**config.mk**
```make
export PLATFORM = sky130hd
export DESIGN_NAME = cs_dma
export DESIGN_NICKNAME = d
export VERILOG_FILES = /design/src/cs_dma_pkg.sv /design/src/cs_dma.sv
export SDC_FILE = /design/constraint.sdc
export NUM_CORES = 1
export LEC_CHECK = 0
export BUFFER_PORTS_ARGS = -buffer_cell sky130_fd_sc_hd__buf_2
export CORE_ASPECT_RATIO = 0.75
export CORE_UTILIZATION = 42
export CTS_BUF_LIST = sky130_fd_sc_hd__clkbuf_8
export DETAILED_ROUTE_END_ITERATION = 12
export GPL_ROUTABILITY_DRIVEN = 1
export GPL_TIMING_DRIVEN = 0
export PLACE_DENSITY = 0.7
export SLEW_MARGIN = 20
export SYNTH_ARGS = -nofsm -noshare
export SYNTH_HDL_FRONTEND = slang
export SYNTH_SLANG_ARGS = --single-unit
```
**constraint.sdc**
```tcl
create_clock -name i_clk -period 2.1 [get_ports i_clk]
set_input_delay 0.63 -clock i_clk [delete_from_list [all_inputs] [get_ports i_clk]]
set_output_delay 0.63 -clock i_clk [all_outputs]
set_load 0.1 [all_outputs]
```
**src/cs_dma_pkg.sv**
```systemverilog
// Constants for the cycle-steal memory access controller.
// Assumes a single 200 MHz clock and a synchronous core memory port.
package cs_dma_pkg;

	localparam int WORD_W = 12;
	localparam int BANK_W = 3;
	localparam logic [11:0] WORD_ZERO = 12'h000;
	localparam logic [11:0] WORD_ONE  = 12'h001;
	localparam logic [2:0]  BANK_ZERO = 3'h0;

	// --------------------------------------------------------------
	// Sequencer states: idle, then T1..T3 of each memory cycle
	// --------------------------------------------------------------
	typedef enum logic [2:0] {
		ST_IDLE = 3'b000,
		ST_T1   = 3'b001,
		ST_T2   = 3'b010,
		ST_T3   = 3'b011
	} tstate_type;

	// Which memory cycle of the transfer is running
	typedef enum logic [1:0] {
		CYC_WORD_COUNT = 2'b00,
		CYC_CUR_ADDR   = 2'b01,
		CYC_DATA       = 2'b10
	} cycle_type;

endpackage : cs_dma_pkg

```
**src/cs_dma.sv**
```systemverilog
// Cycle-steal memory access controller: one peripheral, three transfer kinds.
// Assumes the processor marks instruction boundaries and the memory answers
// reads combinationally on i_mem_rdata while o_mem_addr_r is held.
module cs_dma
	import cs_dma_pkg::*;
(
	input  wire logic              i_clk,                       // 200 MHz clock
	input  wire logic              i_sys_rst,                   // Sync reset, high
	input  wire logic              i_instr_done,                // Instruction boundary
	input  wire logic              i_break_req,                 // Peripheral request pin
	input  wire logic              i_three_cycle_select,        // Three-cycle mode pin
	input  wire logic              i_data_in_dir,               // 1: into memory
	input  wire logic              i_peripheral_mem_increment_ctl, // Increment memory word
	input  wire logic              i_current_addr_increment_ctl,  // 1: bump current address
	input  wire logic [11:0]       i_ext_addr,                  // Peripheral address
	input  wire logic [2:0]        i_ext_bank,                  // Peripheral bank bits
	input  wire logic [11:0]       i_ext_data,                  // Peripheral data
	input  wire logic [11:0]       i_mem_rdata,                 // Addressed memory word
	output logic                   o_grant_r,                   // Grant to peripheral
	output logic                   o_addr_accepted_r,           // One-cycle pulse
	output logic                   o_count_overflow_out_r,      // Word-count overflow
	output logic [11:0]            o_mem_addr_r,                // Memory address reg
	output logic [2:0]             o_break_bank_r,              // Break bank reg
	output logic [11:0]            o_buffered_store_word_out_r, // Buffered output word
	output logic                   o_mem_we_r,                  // Write strobe
	output logic [11:0]            o_mem_wdata_r,               // Write data
	output logic                   o_ir_clear_r,                // Clear instruction reg
	output logic                   o_resume_r                   // Program resumes at T1
);

	// ------------------------------------------------------------------
	// Input synchronisers for the pin inputs
	// ------------------------------------------------------------------
	// Peripheral buses must settle before the request rises; all fields
	// share the same two-stage delay, so they arrive together with it
	logic [31:0] sync1_r;
	logic [31:0] sync2_r;
	always_ff @(posedge i_clk) begin
		sync1_r <= {i_break_req, i_three_cycle_select, i_data_in_dir,
			i_peripheral_mem_increment_ctl, i_current_addr_increment_ctl,
			i_ext_bank, i_ext_addr, i_ext_data};
		sync2_r <= sync1_r;
	end
	logic        req_s, three_s, dir_in_s, minc_s, cainc_s;
	logic [2:0]  bank_s;
	logic [11:0] addr_s, data_s;
	assign req_s    = sync2_r[31];
	assign three_s  = sync2_r[30];
	assign dir_in_s = sync2_r[29];
	assign minc_s   = sync2_r[28];
	assign cainc_s  = sync2_r[27];
	assign bank_s   = sync2_r[26:24];
	assign addr_s   = sync2_r[23:12];
	assign data_s   = sync2_r[11:0];

	// ------------------------------------------------------------------
	// State
	// ------------------------------------------------------------------
	typedef struct packed {
		tstate_type  ts;
		cycle_type   cyc;
		logic        three;
		logic        grant;
		logic        acc;
		logic        ovf;
		logic [11:0] ma;
		logic [2:0]  bank;
		logic [11:0] mb;
		logic [11:0] buffered_store_word_out;
		logic        we;
		logic [11:0] wd;
		logic        irc;
		logic        resume;
	} state_type;

	state_type st_r;
	state_type st_nxt;

	function automatic logic [12:0] inc13(input logic [11:0] w);
		inc13 = {1'b0, w} + {1'b0, WORD_ONE};
	endfunction : inc13

	// One time state of one memory cycle; used by the checks below
	function automatic logic at_step(input tstate_type ts, input cycle_type cyc,
		input tstate_type want_ts, input cycle_type want_cyc);
		at_step = (ts == want_ts) && (cyc == want_cyc);
	endfunction : at_step

	always_comb begin
		logic [12:0] sum;
		sum = inc13(i_mem_rdata);
		st_nxt = st_r;
		st_nxt.acc = 1'b0;
		st_nxt.we = 1'b0;
		st_nxt.irc = 1'b0;
		st_nxt.resume = 1'b0;
		case (st_r.ts)
			ST_IDLE: begin
				// Request sampled only at a boundary, never mid-instruction
				if (req_s && i_instr_done) begin
					st_nxt.grant = 1'b1;
					st_nxt.three = three_s;
					st_nxt.cyc = three_s ? CYC_WORD_COUNT : CYC_DATA;
					st_nxt.ts = ST_T1;
				end
			end
			ST_T1: begin
				if (st_r.cyc == CYC_CUR_ADDR) begin
					st_nxt.ma = st_r.ma + WORD_ONE;
				end else if (st_r.cyc == CYC_DATA && st_r.three) begin
					st_nxt.ma = st_r.mb;
				end else begin
					st_nxt.ma = addr_s;
					st_nxt.bank = bank_s;
					st_nxt.acc = st_r.three;
				end
				st_nxt.ts = ST_T2;
			end
			ST_T2: begin
				st_nxt.irc = 1'b1;
				st_nxt.ts = ST_T3;
			end
			ST_T3: begin
				st_nxt.ts = ST_T1;
				case (st_r.cyc)
					CYC_WORD_COUNT: begin
						st_nxt.mb = sum[11:0];
						st_nxt.we = 1'b1;
						st_nxt.wd = sum[11:0];
						st_nxt.ovf = sum[12];
						st_nxt.cyc = CYC_CUR_ADDR;
					end
					CYC_CUR_ADDR: begin
						// Peripheral may hold the address still
						st_nxt.mb = cainc_s ? sum[11:0] : i_mem_rdata;
						st_nxt.we = 1'b1;
						st_nxt.wd = cainc_s ? sum[11:0] : i_mem_rdata;
						st_nxt.cyc = CYC_DATA;
					end
					default: begin
						if (minc_s) begin
							st_nxt.mb = sum[11:0];
							st_nxt.we = 1'b1;
							st_nxt.wd = sum[11:0];
						end else if (dir_in_s) begin
							st_nxt.mb = data_s;
							st_nxt.we = 1'b1;
							st_nxt.wd = data_s;
						end else begin
							st_nxt.mb = i_mem_rdata;
							st_nxt.buffered_store_word_out = i_mem_rdata;
						end
						st_nxt.grant = 1'b0;
						st_nxt.resume = 1'b1;
						st_nxt.ts = ST_IDLE;
					end
				endcase
			end
			default: st_nxt.ts = ST_IDLE;
		endcase
		// Overflow flag lasts until the next grant starts
		if (st_r.ts == ST_IDLE && st_nxt.ts == ST_T1) begin
			st_nxt.ovf = 1'b0;
		end
	end

	always_ff @(posedge i_clk) begin
		if (i_sys_rst) begin
			st_r <= '0;
		end else begin
			st_r <= st_nxt;
		end
	end

	assign o_grant_r = st_r.grant;
	assign o_addr_accepted_r = st_r.acc;
	assign o_count_overflow_out_r = st_r.ovf;
	assign o_mem_addr_r = st_r.ma;
	assign o_break_bank_r = st_r.bank;
	assign o_buffered_store_word_out_r = st_r.buffered_store_word_out;
	assign o_mem_we_r = st_r.we;
	assign o_mem_wdata_r = st_r.wd;
	assign o_ir_clear_r = st_r.irc;
	assign o_resume_r = st_r.resume;
endmodule : cs_dma

```
==> results of run 1 <==
-- timing repair --
action	CTS	global route
setup buffers	0	0
gates cloned	0	0
setup endpoints to repair	1	18
gates resized for setup	1	13
-- power groups by stage --
stage          Sequential [mW]  Clock, mW  Combinational, mW
2_1_floorplan             2.57          0              0.173
3_3_place_gp              2.57          0              0.291
3_5_place_dp              2.57          0              0.296
4_1_cts                   2.52       2.16              0.297
5_1_grt                   2.52       2.27              0.328
6_report                  2.52       2.11              0.304
-- registers in the layout (all words and copies together) (netlist names), 3 cells and up --
register,count
o_break_bank_r,3
o_buffered_store_word_out_r,12
o_mem_addr_r,12
o_mem_wdata_r,12
st_r,18
sync1_r,32
sync2_r,32
-- path summary, 6_finish.rpt --
path,startpoint,to,slack [ns]
max,o_mem_addr_r[0]$_SDFFE_PP0P_,o_mem_addr_r[0],0.07
min,i_ext_addr[9],sync1_r[21]$_DFF_P_,0.27
max reg2reg,st_r[58]$_SDFFE_PP0P_,st_r[31]$_SDFFE_PP0N_,0.11
min reg2reg,sync1_r[22]$_DFF_P_,sync2_r[22]$_DFF_P_,0.32
-- cells in the mapped netlist (3+ instances only) --
cell type                  instances
sky130_fd_sc_hd__a211oi_1         14
sky130_fd_sc_hd__a21oi_1          47
sky130_fd_sc_hd__a221oi_1          6
sky130_fd_sc_hd__a22oi_1           4
sky130_fd_sc_hd__a311oi_1          9
sky130_fd_sc_hd__a31oi_1           6
sky130_fd_sc_hd__and3_1            3
sky130_fd_sc_hd__and4_1            3
sky130_fd_sc_hd__buf_2            10
sky130_fd_sc_hd__buf_4            39
sky130_fd_sc_hd__clkbuf_1         19
sky130_fd_sc_hd__dfxtp_1         127
sky130_fd_sc_hd__inv_1             6
sky130_fd_sc_hd__mux2i_1           5
sky130_fd_sc_hd__nand2_1          56
sky130_fd_sc_hd__nand2b_1         10
sky130_fd_sc_hd__nand3_1          10
sky130_fd_sc_hd__nor2_1           37
sky130_fd_sc_hd__nor2b_1           5
sky130_fd_sc_hd__nor3_1           20
sky130_fd_sc_hd__nor3b_1           5
sky130_fd_sc_hd__nor4_1            7
sky130_fd_sc_hd__nor4b_1           3
sky130_fd_sc_hd__o21a_1            4
sky130_fd_sc_hd__o21ai_0          19
sky130_fd_sc_hd__o32ai_1           5
sky130_fd_sc_hd__xnor2_1           3
-- area by class of cell --
class                           count  area [µm²]
Buffer                             71         439
Sequential cell                   127        2540
Inverter                            6        22.5
Clock inverter                     12         134
Timing Repair Buffer               89         460
Multi-Input combinational cell    319        1910
Fill cell                        1066        5210
Tap cell                          140         175
Clock buffer                       19         262
-- worst max-delay path, cell delays in order, from the launching register on --
cell                      delay [ns]
sky130_fd_sc_hd__dfxtp_1        0.41
sky130_fd_sc_hd__buf_4          0.13
sky130_fd_sc_hd__buf_2          0.41
-- metal layers --
metal	vias to the layer above	global-route usage, %
li1	2044	-
met1	1998	31.5
met2	157	32.8
met4	0	8.43
met5	-	0
met3	12	6.00
-- logic make-up after synthesis --
family,count (synthesis)
buf+inv,77
xor+xnor,4
fa+ha+maj,2
compound gates,133
other cells,1
flops,127
mux,5
simple gates,174
==> impl_summary.log, run 1 <==
[metrics] Critical Path RT: 1.47 ns
[metrics] combinational share of power: 6.2%
[metrics] R2R depth: 6
[metrics] vias in the first global route: 3825
[metrics] first-pass detailed-route iteration total: 5
[metrics] Tightest Hold Check Type: in2reg
[metrics] pin count of the biggest net entering global routing: 17
[metrics] share of post-route cells with drive strength above 1: 28.9%
[metrics] fin area: slightly below 0.006 mm²
[metrics] Net Count, Synth: 572
[metrics] sequential-to-total area share from yosys stat: 52.0%
[metrics] leading cell type in the layout, fill and taps excluded: sky130_fd_sc_hd__dfxtp_1
[metrics] simple-gate area share of the yosys netlist: 18.1%
[metrics] top library cells by usage in the layout, fill and taps aside: sky130_fd_sc_hd__dfxtp_1, sky130_fd_sc_hd__buf_2, sky130_fd_sc_hd__nand2_1
[metrics] most used flip-flop cell after synthesis: sky130_fd_sc_hd__dfxtp_1
[metrics] Port-buffer cells: 89
[metrics] initial core utilization: between 40% and 50%
[metrics] crit start category: register
[metrics] cts bufs inserted: 17
[metrics] EDFF count, synth: 0
[metrics] die boundary width: approximately 130 µm
[metrics] global-route wire length before repair: ~20 mm
[metrics] quantity of hold-fixing buffers added after cts: 0
[metrics] CTS Root Cell: sky130_fd_sc_hd__clkbuf_8
[metrics] instance area after placement: 0.00551 mm²
[metrics] number of top-level pins: 92
[metrics] Syn Inst Count: between 500 and 600
[metrics] number of clock sinks seen by CTS: 127
[metrics] final setup TNS: 0 ns
[metrics] multiplexer share of the synthesized area: 1.02%
[metrics] RD Place Congestion: 0.878
[metrics] top routing layer used: met4
[metrics] routed via count divided by cell count: 5.38
[metrics] placeable core region: 0.0111 mm²
[metrics] worst-path maximum fanout: 5
[metrics] switching part of the total power: 25.0%
[metrics] Net count, final: 680
[metrics] post-synthesis share of cell area spent on full adders, half adders and majority gates: 0.512%
[metrics] sequential power share: 51.0%
[metrics] number of nets with antenna violations after routing: 0
[metrics] measured slew at the worst slew-check pin: 0.746 ns
[metrics] fin cells: 783
[metrics] relative max-transition margin: roughly half
[metrics] area of the mapped netlist: 0.00489 mm²
[metrics] number of antenna violations at the first check in global routing: 0
[metrics] Compound-Gate Fraction of Synth Area: between 10% and 20%
[metrics] clk slew on worst S/H paths: about 0.080 ns
[metrics] Vias: ~4200
[metrics] Power Dens Cells: 831 mW/mm²
[metrics] worst slack on hold paths: 0.274 ns
[metrics] Worst Path Arrival: roughly 1.4 ns
[metrics] Final Worst Setup Slack: 0.0692 ns
[metrics] Pins Over Slew Limit: 0
[metrics] Hold Fails Final Rpt: 0
[metrics] clock insertion delay at the later pin of the skew report: 0.45 ns
[metrics] routed length per placed instance: around 16 µm
[metrics] Max Fclk: 492 MHz
[metrics] violation count after the first detailed-routing iteration: 299
[metrics] ANT cells: 0
[metrics] placed insts: 752
[metrics] Psw: 1.23 mW
[metrics] synthesis-stage register bit count: 127
[metrics] Internal Dissipation: between 3 and 4 mW
[metrics] Synth Area in XOR/XNOR: less than 1%
[metrics] IR Drop Worst-Case VDD: 0.415 mV
[metrics] amount of wire on met3 after detailed routing: ~910 µm
[metrics] wirelength, routed: 12.7 mm
[metrics] part of the power in the clock network: 42.8%
[metrics] final setup violation count: 0
[metrics] global-route congestion overflow total: 0
[metrics] synthesis-to-layout area growth: 21.5%
[metrics] depth of the worst hold-timing path: 1
[metrics] kind of critical path: reg2out
[metrics] setup repair after global routing missed its margin: false
[metrics] period utilisation layout: a little over nine tenths
[metrics] GR Util All Layers: 22.4%
[metrics] leakage dissipation: about 2.5 nW
[metrics] Metal-1 WL: 6.23 mm
[metrics] result of the run: completed
[metrics] dominant combinational cell family by area after synthesis: compound AO/OA/AOI/OAI gates
[metrics] height of the die: 95.4 µm
[metrics] worst slack at placement: -0.193 ns
[metrics] HPWL after detailed placement: 9.28 mm
[metrics] DRC errors left: 0
[metrics] maximum level of the CTS H-tree: 4
[metrics] die area: 0.0121 mm²
[metrics] proportion of register bits with asynchronous set or reset after synthesis: 0%
[metrics] wire length on met2: roughly 5.4 mm
[metrics] endpoint class of the critical path: output pin
[metrics] maximum clock insertion buffer count: 2
[metrics] min Tclk post-route: ~2.0 ns
[metrics] yosys warns: 0
[metrics] final core utilization: 53.3%
[metrics] per-instance average area after synthesis: 9.35 µm²
[metrics] Final Skew: 0.0147 ns
[metrics] Power, Total: 4.94 mW
[metrics] largest cells by area after synthesis: sky130_fd_sc_hd__dfxtp_1, sky130_fd_sc_hd__buf_4, sky130_fd_sc_hd__a21oi_1
[metrics] fraction of post-synthesis cell area in the top cell type by area: approximately 52%
[metrics] Max-Cap Viols: 0
[metrics] Cell Rows: 33
[metrics] TritonCTS clock tree: done
[metrics] cell accounting for the most synthesized area: sky130_fd_sc_hd__dfxtp_1
[metrics] number of unique standard cell types used by synthesis: 59
Note: power is estimated with default switching activity, not from simulation.
==> run 2: changes to the inputs <==
- PLACE_DENSITY: 0.7 -> 0.71
==> run 2 against run 1 <==
Compared with the run above: count of clock-buffer cells in the layout fell by 1; via count barely moved; critical path depth rose by 4; power up 2.5%; clock skew down 0.00059 ns; sequential power is essentially flat; combinational power hardly changed; highest routed layer unchanged.
==> impl_summary.log, run 2 (same netlist as run 1, synthesis figures left out) <==
[metrics] ANT cells: 0 (unchanged)
[metrics] wirelength, routed: 12.8 mm (+1.3%)
[metrics] first-pass detailed-route iteration total: 6 (+1)
[metrics] vias in the first global route: 4038 (+5.6%)
[metrics] worst reg2reg setup slack: 0.06 ns (-0.05 ns)
[metrics] Pins Over Slew Limit: 0 (unchanged)
[metrics] Power Dens Cells: 848 mW/mm² (+2.1%)
[metrics] height of the die: 95.4 µm (unchanged)
[metrics] Final Worst Setup Slack: 0.0627 ns (-0.00642 ns)
[metrics] total of fill cells in the finished design: 1035 (-2.9%)
[metrics] RD Place Congestion: 0.891 (+1.5%)
[metrics] Cell Rows: 33 (unchanged)
[metrics] maximum clock insertion buffer count: 2 (unchanged)
[metrics] final setup TNS: 0 ns (unchanged)
[metrics] final core utilization: 53.5% (+0.24 points)
[metrics] fin cells: 783 (unchanged)
[metrics] leading cell type in the layout, fill and taps excluded: sky130_fd_sc_hd__dfxtp_1
[metrics] Critical Path RT: 2.40 ns (+0.93 ns)
[metrics] die boundary width: 127 µm (unchanged)
[metrics] result of the run: completed
[metrics] routed via count divided by cell count: 5.38 (about the same)
[metrics] Power, Total: 5.06 mW (+2.5%)
[metrics] global-route wire length before repair: 20.9 mm (+4.3%)
[metrics] leakage dissipation: 2.49 nW (+0.65%)
[metrics] Net count, final: 680 (unchanged)
[metrics] TritonCTS clock tree: done
[metrics] worst slack at placement: -0.205 ns (-0.0118 ns)
[metrics] min Tclk post-route: 2.04 ns (+0.00642 ns)
[metrics] relative max-transition margin: 49.5% (-0.36 points)
[metrics] initial core utilization: 43.9% (unchanged)
[metrics] clk slew on worst S/H paths: 0.08 ns (about the same)
[metrics] worst slack on hold paths: 0.285 ns (+0.0102 ns)
[metrics] cts bufs inserted: 17 (unchanged)
[metrics] IR Drop Worst-Case VDD: 0.657 mV (+58%)
[metrics] crit start category: register
[metrics] pin count of the biggest net entering global routing: 17 (unchanged)
[metrics] number of antenna violations at the first check in global routing: 0 (unchanged)
[metrics] registers with the most flip-flops: sync1_r x32, sync2_r x32, st_r x18
[metrics] die area: 0.0121 mm² (unchanged)
[metrics] top library cells by usage in the layout, fill and taps aside: sky130_fd_sc_hd__dfxtp_1, sky130_fd_sc_hd__buf_2, sky130_fd_sc_hd__nand2_1
[metrics] measured slew at the worst slew-check pin: 0.751 ns (+0.00540 ns)
[metrics] DRC errors left: 0 (unchanged)
[metrics] Vias: 4215 (+0.095%)
[metrics] violation count after the first detailed-routing iteration: 343 (+15%)
[metrics] endpoint class of the critical path: register
[metrics] clock insertion delay at the later pin of the skew report: 0.44 ns (about the same)
[metrics] Max Fclk: 491 MHz (-0.32%)
[metrics] instance area after placement: 0.00551 mm² (unchanged)
[metrics] Final Skew: 0.0141 ns (-0.000594 ns)
[metrics] number of clock sinks seen by CTS: 127 (unchanged)
[metrics] Port-buffer cells: 89 (unchanged)
[metrics] fin area: 0.00597 mm² (+0.44%)
[metrics] GR Util All Layers: 22.8% (+0.39 points)
[metrics] count of buffers added by post-CTS timing repair for setup: 0 (unchanged)
[metrics] maximum level of the CTS H-tree: 4 (unchanged)
[metrics] placed insts: 752 (unchanged)
[metrics] Max-Cap Viols: 0 (unchanged)
[metrics] quantity of hold-fixing buffers added after cts: 0 (unchanged)
[metrics] Worst Path Arrival: 2.33 ns (+0.93 ns)
[metrics] share of post-route cells with drive strength above 1: 29.2% (+0.31 points)
[metrics] kind of critical path: reg2reg
[metrics] number of top-level pins: 92 (unchanged)
[metrics] setup repair after global routing missed its margin: false
[metrics] global-route congestion overflow total: 0 (unchanged)
[metrics] placeable core region: 0.0111 mm² (unchanged)
[metrics] routed length per placed instance: 16.4 µm (+1.3%)
[metrics] synthesis-to-layout area growth: 22.1%
[metrics] CTS Root Cell: sky130_fd_sc_hd__clkbuf_8
[metrics] HPWL after detailed placement: 9.31 mm (+0.34%)
[metrics] Hold Fails Final Rpt: 0 (unchanged)
[metrics] number of nets with antenna violations after routing: 0 (unchanged)
[metrics] Tightest Hold Check Type: in2reg
[metrics] final setup violation count: 0 (unchanged)
[metrics] worst-path maximum fanout: 10 (+5)
[metrics] period utilisation layout: 97.0% (+0.31 points)
==> run 2: path summary, 6_finish.rpt <==
kind                         startpoint                             to  cells after the start
setup / recovery  st_r[58]$_SDFFE_PP0P_  o_mem_wdata_r[8]$_SDFFE_PP0P_                      6
hold / removal           i_ext_addr[10]            sync1_r[22]$_DFF_P_                      1
setup reg to reg  st_r[58]$_SDFFE_PP0P_  o_mem_wdata_r[8]$_SDFFE_PP0P_                      6
hold reg to reg     sync1_r[12]$_DFF_P_            sync2_r[12]$_DFF_P_                      0
==> run 2: layout make-up <==
class | instances | area [µm²] | share of cell area, %
Sequential cell | 127 | 2540 | 42.6
Multi-Input combinational cell | 319 | 1910 | 31.9
Timing Repair Buffer | 89 | 460 | 7.71
Buffer | 71 | 437 | 7.32
Clock buffer | 18 | 248 | 4.15
Clock inverter | 13 | 175 | 2.94
Tap cell | 140 | 175 | 2.94
Inverter | 6 | 22.5 | 0.377
==> run 2: timing repair <==
item                                    CTS  global route
resized for setup                         1            13
endpoints found under the setup margin    1            22
pin swaps                                 0             0
endpoints found under the hold margin     0             0
==> run 2: worst max-delay path, stage by stage (launching register included) <==
cell	delay, ns
sky130_fd_sc_hd__dfxtp_1	0.48
sky130_fd_sc_hd__or3b_4	0.47
sky130_fd_sc_hd__nand2_2	0.10
sky130_fd_sc_hd__buf_6	0.15
sky130_fd_sc_hd__o21ai_0	0.10
sky130_fd_sc_hd__a211oi_1	0.47
sky130_fd_sc_hd__a211oi_1	0.14
==> run 2: routing by layer <==
metal | global-route usage (%) | wire length [µm] | part of all wire (%) | up-vias
met3 | 7.46 | 1250 | 9.8 | 11
met5 | 0 | 0 | 0 | -
li1 | - | - | - | 2045
met4 | 6.33 | 108 | 0.84 | 0
met2 | 34.8 | 5560 | 43 | 202
met1 | 31.0 | 5920 | 46 | 1957
==> run 2: power by group <==
part           switching (mW)  leakage, nW  internal [mW]
clock                    1.02        0.207           1.22
combinational           0.203         1.24          0.102
sequential             0.0373         1.05           2.48
total                    1.26         2.49           3.81
==> run 3: changes to the inputs <==
- REMOVE_ABC_BUFFERS: default -> 1
==> run 3 against run 2 <==
Compared with the run above: sequential power about the same; power increased by 0.81%; count of clock-buffer cells in the layout unchanged; critical path type is now reg2out.
==> impl_summary.log, run 3 (same netlist as run 1, synthesis figures left out) <==
[metrics] number of antenna violations at the first check in global routing: 0 (unchanged)
[metrics] height of the die: 95.4 µm (unchanged)
[metrics] pin count of the biggest net entering global routing: 67 (+50)
[metrics] worst reg2reg setup slack: 0.1 ns (+0.03 ns)
[metrics] capture point of the worst reg-to-reg path: o_mem_wdata_r[8]$_SDFFE_PP0P_
[metrics] min Tclk post-route: 2.00 ns (-0.0330 ns)
[metrics] critical-path cell with the highest stage delay: sky130_fd_sc_hd__buf_2
[metrics] routed length per placed instance: 16.0 µm (-2.5%)
[metrics] leakage dissipation: 2.28 nW (-8.6%)
[metrics] DRC errors left: 0 (unchanged)
[metrics] Max Fclk: 499 MHz (+1.6%)
[metrics] final setup violation count: 0 (unchanged)
[metrics] violation count after the first detailed-routing iteration: 275 (-20%)
[metrics] Critical Path RT: 1.47 ns (-0.93 ns)
[metrics] leading cell type in the layout, fill and taps excluded: sky130_fd_sc_hd__dfxtp_1
[metrics] kind of critical path: reg2out
[metrics] Psw: 1.28 mW (+2.0%)
[metrics] global-route wire length before repair: 18.7 mm (-11%)
[metrics] die area: 0.0121 mm² (unchanged)
[metrics] IR Drop Worst-Case VDD: 0.434 mV (-34%)
[metrics] ANT cells: 0 (unchanged)
[metrics] die boundary width: 127 µm (unchanged)
[metrics] Max-Cap Viols: 0 (unchanged)
[metrics] worst min-delay path endpoint: sync1_r[10]$_DFF_P_
[metrics] Internal Dissipation: 3.82 mW (+0.40%)
[metrics] quantity of hold-fixing buffers added after cts: 0 (unchanged)
[metrics] maximum level of the CTS H-tree: 4 (unchanged)
[metrics] worst slack on hold paths: 0.278 ns (-0.00624 ns)
[metrics] combinational share of power: 5.1% (-0.9 points)
[metrics] TritonCTS clock tree: done
[metrics] number of top-level pins: 92 (unchanged)
[metrics] maximum clock insertion buffer count: 2 (unchanged)
[metrics] Critical Path Max Stage Delay: 0.48 ns (about the same)
[metrics] Pins Over Slew Limit: 0 (unchanged)
[metrics] Final Skew: 0.0118 ns (-0.00231 ns)
[metrics] RD Place Congestion: 0.863 (-3.2%)
[metrics] relative max-transition margin: 43.0% (-6.5 points)
[metrics] part of the power in the clock network: 45.4% (+1.2 points)
[metrics] worst flop-to-flop path startpoint: st_r[59]$_SDFFE_PP0P_
[metrics] Tightest Hold Check Type: in2reg
[metrics] share of post-route cells with drive strength above 1: 26.5% (-2.7 points)
[metrics] kind of cell with the highest combined delay on the critical path: buffers and inverters
[metrics] number of clock sinks seen by CTS: 127 (unchanged)
[metrics] global-route congestion overflow total: 0 (unchanged)
[metrics] cts bufs inserted: 17 (unchanged)
[metrics] result of the run: completed
[metrics] routed via count divided by cell count: 5.46 (+1.5%)
[metrics] crit start category: register
[metrics] depth of the worst hold-timing path: 1 (unchanged)
[metrics] Hold Startpoint: i_ext_data[10]
[metrics] count of buffer and inverter cells on the critical path: 1 (unchanged)
[metrics] Worst Path Arrival: 1.37 ns (-0.96 ns)
[metrics] Hold Fails Final Rpt: 0 (unchanged)
[metrics] layer with the highest usage: met2
[metrics] CP cell instances: buf_2
[metrics] Power Dens Cells: 903 mW/mm² (+6.4%)
[metrics] total of fill cells in the finished design: 1037 (+0.19%)
[metrics] placeable core region: 0.0111 mm² (unchanged)
[metrics] switching part of the total power: 25.1% (+0.30 points)
[metrics] worst-path maximum fanout: 7 (-3)
[metrics] Cell Rows: 33 (unchanged)
[metrics] wirelength, routed: 11.6 mm (-9.7%)
[metrics] vias in the first global route: 3745 (-7.3%)
[metrics] period utilisation layout: 95.4% (-1.6 points)
[metrics] R2R depth: 5 (-1)
[metrics] final core utilization: 50.7% (-2.8 points)
[metrics] HPWL after detailed placement: 7.88 mm (-15%)
[metrics] Port-buffer cells: 91 (+2.2%)
[metrics] Vias: 3961 (-6.0%)
[metrics] top library cells by usage in the layout, fill and taps aside: sky130_fd_sc_hd__dfxtp_1, sky130_fd_sc_hd__buf_2, sky130_fd_sc_hd__nand2_1
[metrics] synthesis-to-layout area growth: 15.6%
[metrics] met2 GRT Util: 30.0% (-4.8 points)
[metrics] worst slack at placement: -0.834 ns (-0.629 ns)
[metrics] clk slew on worst S/H paths: 0.08 ns (about the same)
[metrics] CTS Root Cell: sky130_fd_sc_hd__clkbuf_8
[metrics] setup repair after global routing missed its margin: false
[metrics] first-pass detailed-route iteration total: 7 (+1)
[metrics] GR Util All Layers: 20.4% (-2.5 points)
[metrics] measured slew at the worst slew-check pin: 0.852 ns (+0.100 ns)
[metrics] Global Route met3 Usage: 7.52% (+0.056 points)
[metrics] met1 layer usage reported by global route: 26.5% (-4.4 points)
[metrics] source of the critical timing path: o_mem_addr_r[3]$_SDFFE_PP0P_
[metrics] initial core utilization: 43.9% (unchanged)
[metrics] Final Worst Setup Slack: 0.0958 ns (+0.0330 ns)
[metrics] clock insertion delay at the later pin of the skew report: 0.44 ns (about the same)
[metrics] endpoint class of the critical path: output pin
[metrics] Net count, final: 621 (-8.7%)
[metrics] registers with the most flip-flops: sync1_r x32, sync2_r x32, st_r x18
[metrics] sequential power share: 49.5% (-0.3 points)
[metrics] number of nets with antenna violations after routing: 0 (unchanged)
run 3: cell types whose count changed in the layout (fill, tap and decap cells not counted), moves of 3 or more:
cell and delta:
sky130_fd_sc_hd__clkbuf_4 -6, sky130_fd_sc_hd__buf_2 -3, sky130_fd_sc_hd__inv_8 +3, sky130_fd_sc_hd__clkbuf_2 -3
sky130_fd_sc_hd__buf_4 -29, sky130_fd_sc_hd__clkbuf_1 -17
run 3: worst max-delay path by stage:
stage,endpoint,slack [ns],cells past startpoint
floorplan,o_mem_wdata_r[9]$_SDFFE_PP0P_,-0.04,5
global placement,o_mem_wdata_r[1]$_SDFFE_PP0P_,-0.79,5
detailed placement,o_buffered_store_word_out_r[4]$_SDFFE_PP0P_,-0.83,5
CTS,o_buffered_store_word_out_r[4]$_SDFFE_PP0P_,0.06,5
global route,st_r[37]$_SDFFE_PP0N_,0.02,5
finish,o_mem_addr_r[3],0.1,1
run 3: stage by stage:
| step | power (mW) | instances | cell area [µm²] | setup TNS (ns) |
|---|---|---|---|---|
| 2_1_floorplan | 2.70 | 452 | 4460 | -0.246 |
| 3_3_place_gp | 2.83 | 683 | 5090 | -21.89 |
| 3_5_place_dp | 2.84 | 683 | 5100 | -22.55 |
| 4_1_cts | 5.15 | 722 | 5620 | 0 |
| 5_1_grt | 5.32 | 725 | 5650 | 0 |
| 6_report | 5.10 | 725 | 5650 | 0 |
run 3: layout make-up:
type	count	area, µm²	area share, %
clock buffer	18	248	4.38
tap	140	175	3.10
sequential	127	2550	45.1
inverter	6	22.5	0.398
timing repair buffer	100	526	9.29
multi-input combinational	320	1940	34.4
clock inverter	14	193	3.41
run 3: power by group through the flow:
stage / Combinational, mW / Clock, mW / Sequential, mW
global route: 0.284 / 2.50 / 2.54
detailed placement: 0.254 / 0 / 2.58
CTS: 0.256 / 2.37 / 2.53
floorplan: 0.0972 / 0 / 2.61
global placement: 0.247 / 0 / 2.58
finish: 0.260 / 2.32 / 2.53
run 3: per-layer routing:
| metal | vias to the layer above | part of all wire [%] |
|---|---|---|
| met4 | 0 | 1.1 |
| li1 | 1928 | - |
| met3 | 17 | 8.5 |
| met1 | 1856 | 48 |
| met5 | - | 0 |
| met2 | 160 | 43 |
run 3: what timing repair did:
item	in CTS	in global routing
gates cloned	1	0
resized for setup	9	3
pin swaps	3	1
endpoints found under the setup margin	43	22
buffers inserted	6	3
